[config.mk]
export PLATFORM = sky130hd
export DESIGN_NAME = npec_parity
export DESIGN_NICKNAME = d
export VERILOG_FILES = /design/src/design/npec_pkg.sv /design/src/design/npec_parity.sv
export SDC_FILE = /design/constraint.sdc
export NUM_CORES = 1
export LEC_CHECK = 0
export ABC_CLOCK_PERIOD_IN_PS = 3000
export BUFFER_PORTS_ARGS = -buffer_cell sky130_fd_sc_hd__buf_2
export CORE_MARGIN = 2
export CORE_UTILIZATION = 40
export DETAILED_ROUTE_END_ITERATION = 8
export GPL_TIMING_DRIVEN = 0
export PLACE_DENSITY = 0.85
export RECOVER_POWER = 100
export SLEW_MARGIN = 5
export SYNTH_ARGS = -nofsm -noshare
export SYNTH_HDL_FRONTEND = slang
export SYNTH_SLANG_ARGS = --single-unit
[constraint.sdc]
create_clock -name vclk -period 3
set_clock_uncertainty 0.15 [all_clocks]
set_input_delay 0.75 -clock vclk [all_inputs]
set_output_delay 0.75 -clock vclk [all_outputs]
set_load 0.02 [all_outputs]
[src/design/npec_pkg.sv]
// Shared constants and types of the NAND page code checker.
package npec_pkg;

	// Flash commands that open a covered access.
	localparam logic [7:0] NPEC_CMD_READ    = 8'h00;
	localparam logic [7:0] NPEC_CMD_PROGRAM = 8'h80;

	// Page length selection codes: 528, 1056, 2112 and 4224 words.
	localparam logic [1:0] NPEC_PSEL_528  = 2'h0;
	localparam logic [1:0] NPEC_PSEL_1056 = 2'h1;
	localparam logic [1:0] NPEC_PSEL_2112 = 2'h2;
	localparam logic [1:0] NPEC_PSEL_4224 = 2'h3;

	// Main area of the smallest page; each larger selection doubles it.
	localparam logic [12:0] NPEC_MAIN_BASE_WORDS = 13'h0200;

	// Code field layout: 13 line bits and 3 column bits per parity half.
	localparam int NPEC_LINE_BITS = 13;
	localparam int NPEC_COL_BITS  = 3;
	localparam int NPEC_HALF_BITS = NPEC_LINE_BITS + NPEC_COL_BITS;

	// Column masks: bit positions inside a byte whose column index bit is set.
	localparam logic [2:0][7:0] NPEC_COL_MASK = {8'hf0, 8'hcc, 8'haa};

	// Stored code pieces read back after the main area.
	localparam logic [2:0] NPEC_PIECES_BYTE = 3'h4;
	localparam logic [2:0] NPEC_PIECES_WORD = 3'h2;

	// Reset values.
	localparam logic [15:0] NPEC_PARITY_RST = 16'h0000;
	localparam logic [12:0] NPEC_COUNT_RST  = 13'h0000;

	// Observed static memory bus cycle, one strobe per access.
	typedef struct packed {
		logic        cyc;
		logic        wr;
		logic        cle;
		logic        ale;
		logic [15:0] data;
	} npec_bus_s;

	// One code: parity half and inverse-parity half.
	typedef struct packed {
		logic [12:0] p_line;
		logic [2:0]  p_col;
		logic [12:0] n_line;
		logic [2:0]  n_col;
	} npec_code_s;

	typedef struct packed {
		logic multiple_error_flag;
		logic stored_code_error_flag;
		logic correctable_error_flag;
	} npec_status_s;

	typedef enum logic [4:0] {
		NPEC_IDLE = 5'b00001,
		NPEC_ADDR = 5'b00010,
		NPEC_DATA = 5'b00100,
		NPEC_CODE = 5'b01000,
		NPEC_DONE = 5'b10000
	} npec_state_e;

endpackage : npec_pkg

[src/design/npec_parity.sv]
// Per-word contribution of one data word to the line and column parity code.
`timescale 1ns/10ps
module npec_parity (
	input  wire logic [15:0]        data,
	input  wire logic               word16,
	input  wire logic [11:0]        index,
	output npec_pkg::npec_code_s    term
);
	import npec_pkg::*;

	logic [7:0]  lo_byte;
	logic [7:0]  hi_byte;
	logic [12:0] lo_idx;
	logic [12:0] hi_idx;
	logic        lo_par;
	logic        hi_par;

	// A 16-bit word is handled as two bytes whose lane is the lowest line index bit.
	assign lo_byte = data[7:0];
	assign hi_byte = word16 ? data[15:8] : 8'h00;
	assign lo_idx  = word16 ? {index, 1'b0} : {1'b0, index};
	assign hi_idx  = {index, 1'b1};
	assign lo_par  = ^lo_byte;
	assign hi_par  = ^hi_byte;

	genvar k;
	generate
		for (k = 0; k < NPEC_LINE_BITS; k++) begin : g_line
			assign term.p_line[k] = (lo_par & lo_idx[k]) ^ (hi_par & hi_idx[k]);
			assign term.n_line[k] = (lo_par & ~lo_idx[k]) ^ (hi_par & ~hi_idx[k]);
		end
		for (k = 0; k < NPEC_COL_BITS; k++) begin : g_col
			assign term.p_col[k] = ^(lo_byte & NPEC_COL_MASK[k])
				^ ^(hi_byte & NPEC_COL_MASK[k]);
			assign term.n_col[k] = ^(lo_byte & ~NPEC_COL_MASK[k])
				^ ^(hi_byte & ~NPEC_COL_MASK[k]);
		end
	endgenerate

endmodule : npec_parity

==> results of run 1 <==
==> logic make-up after synthesis <==
logic type	count (synthesis)	synth area share
XOR/XNOR	38	0.513
AO/OA/AOI/OAI	24	0.323
AND/OR/NAND/NOR	14	0.102
buffers and inverters	8	0.0627
==> synth_stat cells, types with 2 or more instances <==
library cell | n | area share
clkbuf_1 | 4 | 0.022
nor2_1 | 2 | 0.011
xnor2_2 | 2 | 0.048
nand2_1 | 7 | 0.039
xnor2_1 | 27 | 0.35
xor2_1 | 9 | 0.12
o32ai_1 | 11 | 0.14
a32o_1 | 11 | 0.16
==> per-stage QoR <==
stage	hold slack, ns	TNS, ns	area, sq um	util
3_5_place_dp	1.68	-6.74	1020	0.660
3_3_place_gp	1.67	-6.29	1020	0.660
2_1_floorplan	1.49	-1.63	697	-
==> summary.md, run 1 <==
| Metric | Value |
|---|---|
| Status | did not finish |
| Fail Step | 4_1_cts |
| Error | [ERROR DPL-0033] detailed placement checks failed during check placement. |
| Syn Inst Count | between 80 and 90 |
| Global placement routability congestion | roughly 0.77 |
| Hpwl dp | between 1500 and 2000 microns |
| Die H | around 45 microns |
| Ys Warns | 0 |
| Syn Std Cell Area | 678 sq um |
| # placed instances | 160 |
| IO Count | 61 |
| Post-CTS Setup Bufs | 10 |
| CTS resizes | 87 |
| Port bufs | 60 |
| Die W | 45.2 microns |
| Syn_nets | between 100 and 150 |
| Syn Area/Cell | ~8.1 sq um |
| CTS hold repair buffers | 0 |
| Starting Density | 0.440 |
| Post-synthesis sequential area ratio | 0 |
| Cell Rows | 14 |
| Place WS | -0.344 ns |
| Distinct cells, synth | 19 |
==> run 2: changes to the inputs <==
--- a/config.mk
+++ b/config.mk
@@ -7,11 +7,11 @@
 export LEC_CHECK = 0
 export ABC_CLOCK_PERIOD_IN_PS = 3000
 export BUFFER_PORTS_ARGS = -buffer_cell sky130_fd_sc_hd__buf_2
-export CORE_MARGIN = 2
-export CORE_UTILIZATION = 40
+export CORE_AREA = 2 2 63 65
 export DETAILED_ROUTE_END_ITERATION = 8
+export DIE_AREA = 0 0 65 67
 export GPL_TIMING_DRIVEN = 0
-export PLACE_DENSITY = 0.85
+export PLACE_DENSITY_LB_ADDON = 0.15
 export RECOVER_POWER = 100
 export SLEW_MARGIN = 5
 export SYNTH_ARGS = -nofsm -noshare
==> summary.md, run 2 <==
| Metric | Value |
|---|---|
| Clk pwr share | 0 |
| Hold Startpoint | index[0] |
| Total power | 0.00129 W |
| Fin cells | between 200 and 250 |
| Final Cell Area | ~1800 sq um |
| Total Routed Length | between 2000 and 3000 microns |
| GR Overflow Total | 0 |
| # placed instances | ~190 |
| Vias after detailed routing | 974 |
| Distinct cells, synth | 19 |
| Worst Hold End | term[3] |
| Syn_nets | between 100 and 150 |
| Hpwl dp | 1960 microns |
| CTS hold repair buffers | 0 |
| Most frequently used cell type in the post-synthesis netlist | xnor2_1 |
| Sequential share of power | 0 |
| Cell taking the most area after synthesis | xnor2_1 |
| Cell Rows | 22 |
| Cell Int Power | approximately 0.00067 W |
| Worst path arrival time | 2.26 ns |
| Leakage | 0.788 nW |
| Worst setup margin | -0.157 ns |
| Syn Area/Cell | between 8 and 9 sq um |
| Area Growth Syn to Fin | 167% |
| Fin util | 0.502 |
| Comb pwr share | 1.000 |
| Pwr/cell area | between 700 and 800 nW/um^2 |
| Reg area | 0 sq um |
| Final Hold Viols | 0 |
| Die area | 4360 sq um |
| Period minus WS final | approximately 3.2 ns |
| Failing checks | negative setup slack |
| Nets@finish | slightly below 200 |
| Post-DRT Antenna Nets | 0 |
| Critical path fanouts, max | 5 |
| Hold Path Stages | 3 |
| Final Hold Slack | 1.70 ns |
| Initial antenna violation count | 0 |
| Unrepaired setup endpoints after global routing | true |
| Max VDD drop | 232 uV |
| Synth area leaders | xnor2_1, a32o_1, o32ai_1 |
| Setup crit end kind | output pin |
| CORE AREA | around 3600 sq um |
| Peak Freq | 317 MHz |
| Die H | roughly 67 microns |
| Period Utilization, post-route | 1.05 |
| Largest net degree at the start of global routing | 11 |
| Drt wl/cell | 13.9 microns |
| Worst min path class | in2out |
| Global placement routability congestion | roughly 0.66 |
| Share of cells above drive strength 1 | 0.742 |
| Sw frac | 0.483 |
| Pin slew with the least headroom to its limit | approximately 0.45 ns |
| Post-synthesis sequential area ratio | 0 |
| Vias in the first global route | a little under 1,000 |
| Total track usage | 0.125 |
| Syn Inst Count | between 80 and 90 |
| # DRC | 0 |
| Commonest cells after routing, fill and taps aside | buf_6, buf_4, buf_2 |
| Drt first-iter violations | 29 |
| Top cell type's share of synthesized area | 0.349 |
| Clock buffer count | 0 |
| Ys Warns | 0 |
| Vias per cell | approximately 4.6 |
| Max_cap viols | 0 |
| Num sequential | 0 |
| Syn Std Cell Area | slightly below 700 sq um |
| Starting Density | 0.188 |
| Classification of the worst setup path | in2out |
| Post-DP Area | about 1100 sq um |
| Max transition margin | 0.701 |
| Die W | ~65 microns |
| Port bufs | 60 |
| Synth top cells by count | xnor2_1, a32o_1, o32ai_1, xor2_1, nand2_1 |
| First-pass GRT wire length | 4420 microns |
| Commonest non-fill, non-tap cell in the layout | buf_6 |
| Slew Viols, Final | 0 |
| ANT cells | 0 |
| Setup-failing EPs final | 24 |
| Crit start category | input port |
| DR pass1 iterations | 3 |
| Status | finished, violations left |
| Net Switching | just over 0.0006 W |
| IO Count | 61 |
| Critical Path RT | roughly 2.1 ns |
[run 2: cell counts after synthesis]
Identical to the previous run, type by type.
[run 2: through the flow]
| step | setup TNS [ns] | setup slack, ns |
|---|---|---|
| 4_1_cts | -3.15 | -0.181 |
| 2_1_floorplan | -1.63 | -0.160 |
| 5_1_grt | -4.62 | -0.227 |
| 3_3_place_gp | -7.25 | -0.341 |
| 6_report | -3.11 | -0.157 |
| 3_5_place_dp | -7.51 | -0.364 |
[run 2: timing repair]
action                     CTS  global route
pin swaps                   13            11
setup buffers               13             4
setup endpoints to repair   24            26
resized for setup           81            56
gates cloned                 2             1
[run 2: final cells by class]
type	instances	area, sq um
fillers	337	1790
multi-input cells	76	1010
repair buffers	79	681
well taps	48	60.1
plain buffers	7	55.1
inverters	1	3.75
[run 2: cell families (layout without fill, tap and decap cells)]
family,after synthesis,after routing,synth area share
xor gates and xnor gates,38,38,0.513
AOI/OAI and AO/OA,24,24,0.323
and+or+nand+nor,14,14,0.102
buffers and inverters,8,87,0.0627
[run 2: worst max-delay path, stage by stage]
cell     delay (ns)
buf_8          0.11
xor2_4         0.19
xnor2_4        0.15
xnor2_4        0.25
buf_6          0.16
xnor2_4        0.09
buf_6          0.15
o32ai_4        0.23
buf_6          0.16
[run 2: worst max path at each step]
| stage | startpoint | endpoint | slack, ns | depth (start not counted) |
|---|---|---|---|---|
| after detailed placement | data[6] | term[25] | -0.36 | 8 |
| final | data[13] | term[13] | -0.16 | 9 |
| after floorplan | data[4] | term[10] | -0.16 | 6 |
| after CTS | data[2] | term[15] | -0.18 | 9 |
| after global routing | data[13] | term[13] | -0.23 | 9 |
| after global placement | data[1] | term[25] | -0.34 | 8 |
[run 2: layer usage]
metal | up-vias | share of wire | track usage
met1 | 449 | 0.38 | 0.145
met2 | 43 | 0.55 | 0.258
li1 | 482 | - | -
met3 | 0 | 0.070 | 0.0101
met4 | 0 | 0 | 0
met5 | - | 0 | 0
[run 2: power groups by stage]
| stage | Clock (W) | Combinational [W] | Sequential [W] |
|---|---|---|---|
| 6_report | 0 | 0.00129 | 0 |
| 2_1_floorplan | 0 | 0.000539 | 0 |
| 4_1_cts | 0 | 0.00108 | 0 |
| 3_3_place_gp | 0 | 0.000758 | 0 |
| 5_1_grt | 0 | 0.00135 | 0 |
| 3_5_place_dp | 0 | 0.000752 | 0 |
No activity file was read; power rests on OpenSTA's default activity.
==> run 3: changes to the inputs <==
==> constraint.sdc (replaced) <==
create_clock -name vclk -period 3
set_clock_uncertainty 0.15 [all_clocks]
set_input_delay 0.75 -clock vclk [all_inputs]
set_output_delay 0.75 -clock vclk [all_outputs]
set_load 0.05 [all_outputs]
==> summary.md, run 3 (synthesized netlist as in run 2, its figures left out) <==
| Metric | Value |
|---|---|
| Post-DRT Antenna Nets | 0 |
| Post-DP Area | ~1400 sq um |
| Max transition margin | 0.680 |
| Max_cap viols | 0 |
| Unrepaired setup endpoints after global routing | true |
| Nets@finish | a little under 200 |
| Area Growth Syn to Fin | 196% |
| Setup-failing EPs final | 24 |
| Largest net degree at the start of global routing | 11 |
| # DRC | 0 |
| DR pass1 iterations | 6 |
| Hpwl dp | approximately 2100 microns |
| Peak Freq | 312 MHz |
| Failing checks | negative setup slack |
| Leakage | roughly 0.83 nW |
| CORE AREA | 3610 sq um |
| Critical path fanouts, max | 6 |
| Vias in the first global route | a little under 1,000 |
| Slew Viols, Final | 0 |
| Global placement routability congestion | 0.681 |
| Total track usage | 0.130 |
| Period minus WS final | between 3 and 4 ns |
| Max VDD drop | a little under 400 uV |
| GR Overflow Total | 0 |
| Port bufs | 60 |
| Die H | 67 microns |
| Vias per cell | around 4.7 |
| Clock buffer count | 0 |
| Commonest non-fill, non-tap cell in the layout | buf_6 |
| Pin slew with the least headroom to its limit | 0.480 ns |
| ANT cells | 0 |
| Initial antenna violation count | 0 |
| Drt wl/cell | between 10 and 15 microns |
| Crit start category | input port |
| Status | finished, violations left |
| Share of cells above drive strength 1 | 0.778 |
| Classification of the worst setup path | in2out |
| Fill count | 327 |
| Die area | between 4000 and 5000 sq um |
| Worst min path class | in2out |
| IO Count | 61 |
| CTS hold repair buffers | 0 |
| Period Utilization, post-route | 1.07 |
| Final Hold Slack | between 1.5 and 2 ns |
| Worst path arrival time | 2.30 ns |
| Num sequential | 0 |
| First-pass GRT wire length | roughly 4600 microns |
| Cell Rows | 22 |
| Starting Density | 0.188 |
| Final Cell Area | roughly 2000 sq um |
| Die W | 65 microns |
| Final Hold Viols | 0 |
| Total Routed Length | ~3000 microns |
| # placed instances | 192 |
| Commonest cells after routing, fill and taps aside | buf_6, buf_4, xnor2_1 |
| Vias after detailed routing | between 900 and 1,000 |
| Critical Path RT | between 2 and 2.5 ns |
| Place WS | -0.479 ns |
| Fin cells | 210 |
| Reg area | 0 sq um |
| Setup crit end kind | output pin |
| Pwr/cell area | between 900 and 1000 nW/um^2 |
| Drt first-iter violations | 7 |
| Worst setup margin | -0.203 ns |
| Total power | ~0.0018 W |
run 3: changes by cell type in the layout (fill, tap and decap cells not counted), sizes merged:
cell    previous run  this run
buf               79        74
clkbuf             7        11
run 3: area by class of cell:
type | instances | area [sq um] | area share
Buffer | 7 | 71.3 | 0.0356
Inverter | 1 | 3.75 | 0.00187
Multi-Input combinational cell | 76 | 1150 | 0.576
Tap cell | 48 | 60.1 | 0.0299
Timing Repair Buffer | 78 | 716 | 0.357
run 3: power breakdown:
group / internal, W / switching (W) / total [W] / leakage (nW)
Clock: 0 / 0 / 0 / 0
Sequential: 0 / 0 / 0 / 0
Combinational: 0.000805 / 0.00102 / 0.00183 / 0.828
Total: 0.000805 / 0.00102 / 0.00183 / 0.828
run 3: timing repair:
action	CTS	global route
gates cloned	1	1
pin swaps	11	14
resized for setup	89	31
setup endpoints to repair	26	26
setup buffers	14	6
run 3: path summary, 6_finish.rpt:
check                     from        to  cells past startpoint
worst max-delay path   data[6]  term[15]                      9
worst min-delay path  index[0]   term[4]                      3
run 3: routing by layer:
| metal | routed length, microns | GRT usage |
|---|---|---|
| met2 | 1670 | 0.271 |
| met3 | 162 | 0 |
| met1 | 1120 | 0.157 |
| met4 | 0 | 0 |
| met5 | 0 | 0 |
run 3: worst max-delay path, cell delays in order:
cell,delay (ns)
buf_4,0.14
xnor2_4,0.14
xnor2_4,0.24
xnor2_4,0.10
buf_12,0.15
buf_4,0.13
nor3b_1,0.12
or3_1,0.36
buf_6,0.16
run 3: stage by stage:
step	utilization	TNS [ns]
final	0.556	-3.95
after floorplan	-	-2.01
after global routing	0.556	-5.17
after CTS	0.519	-4.71
after global placement	0.375	-10.25
after detailed placement	0.375	-10.58
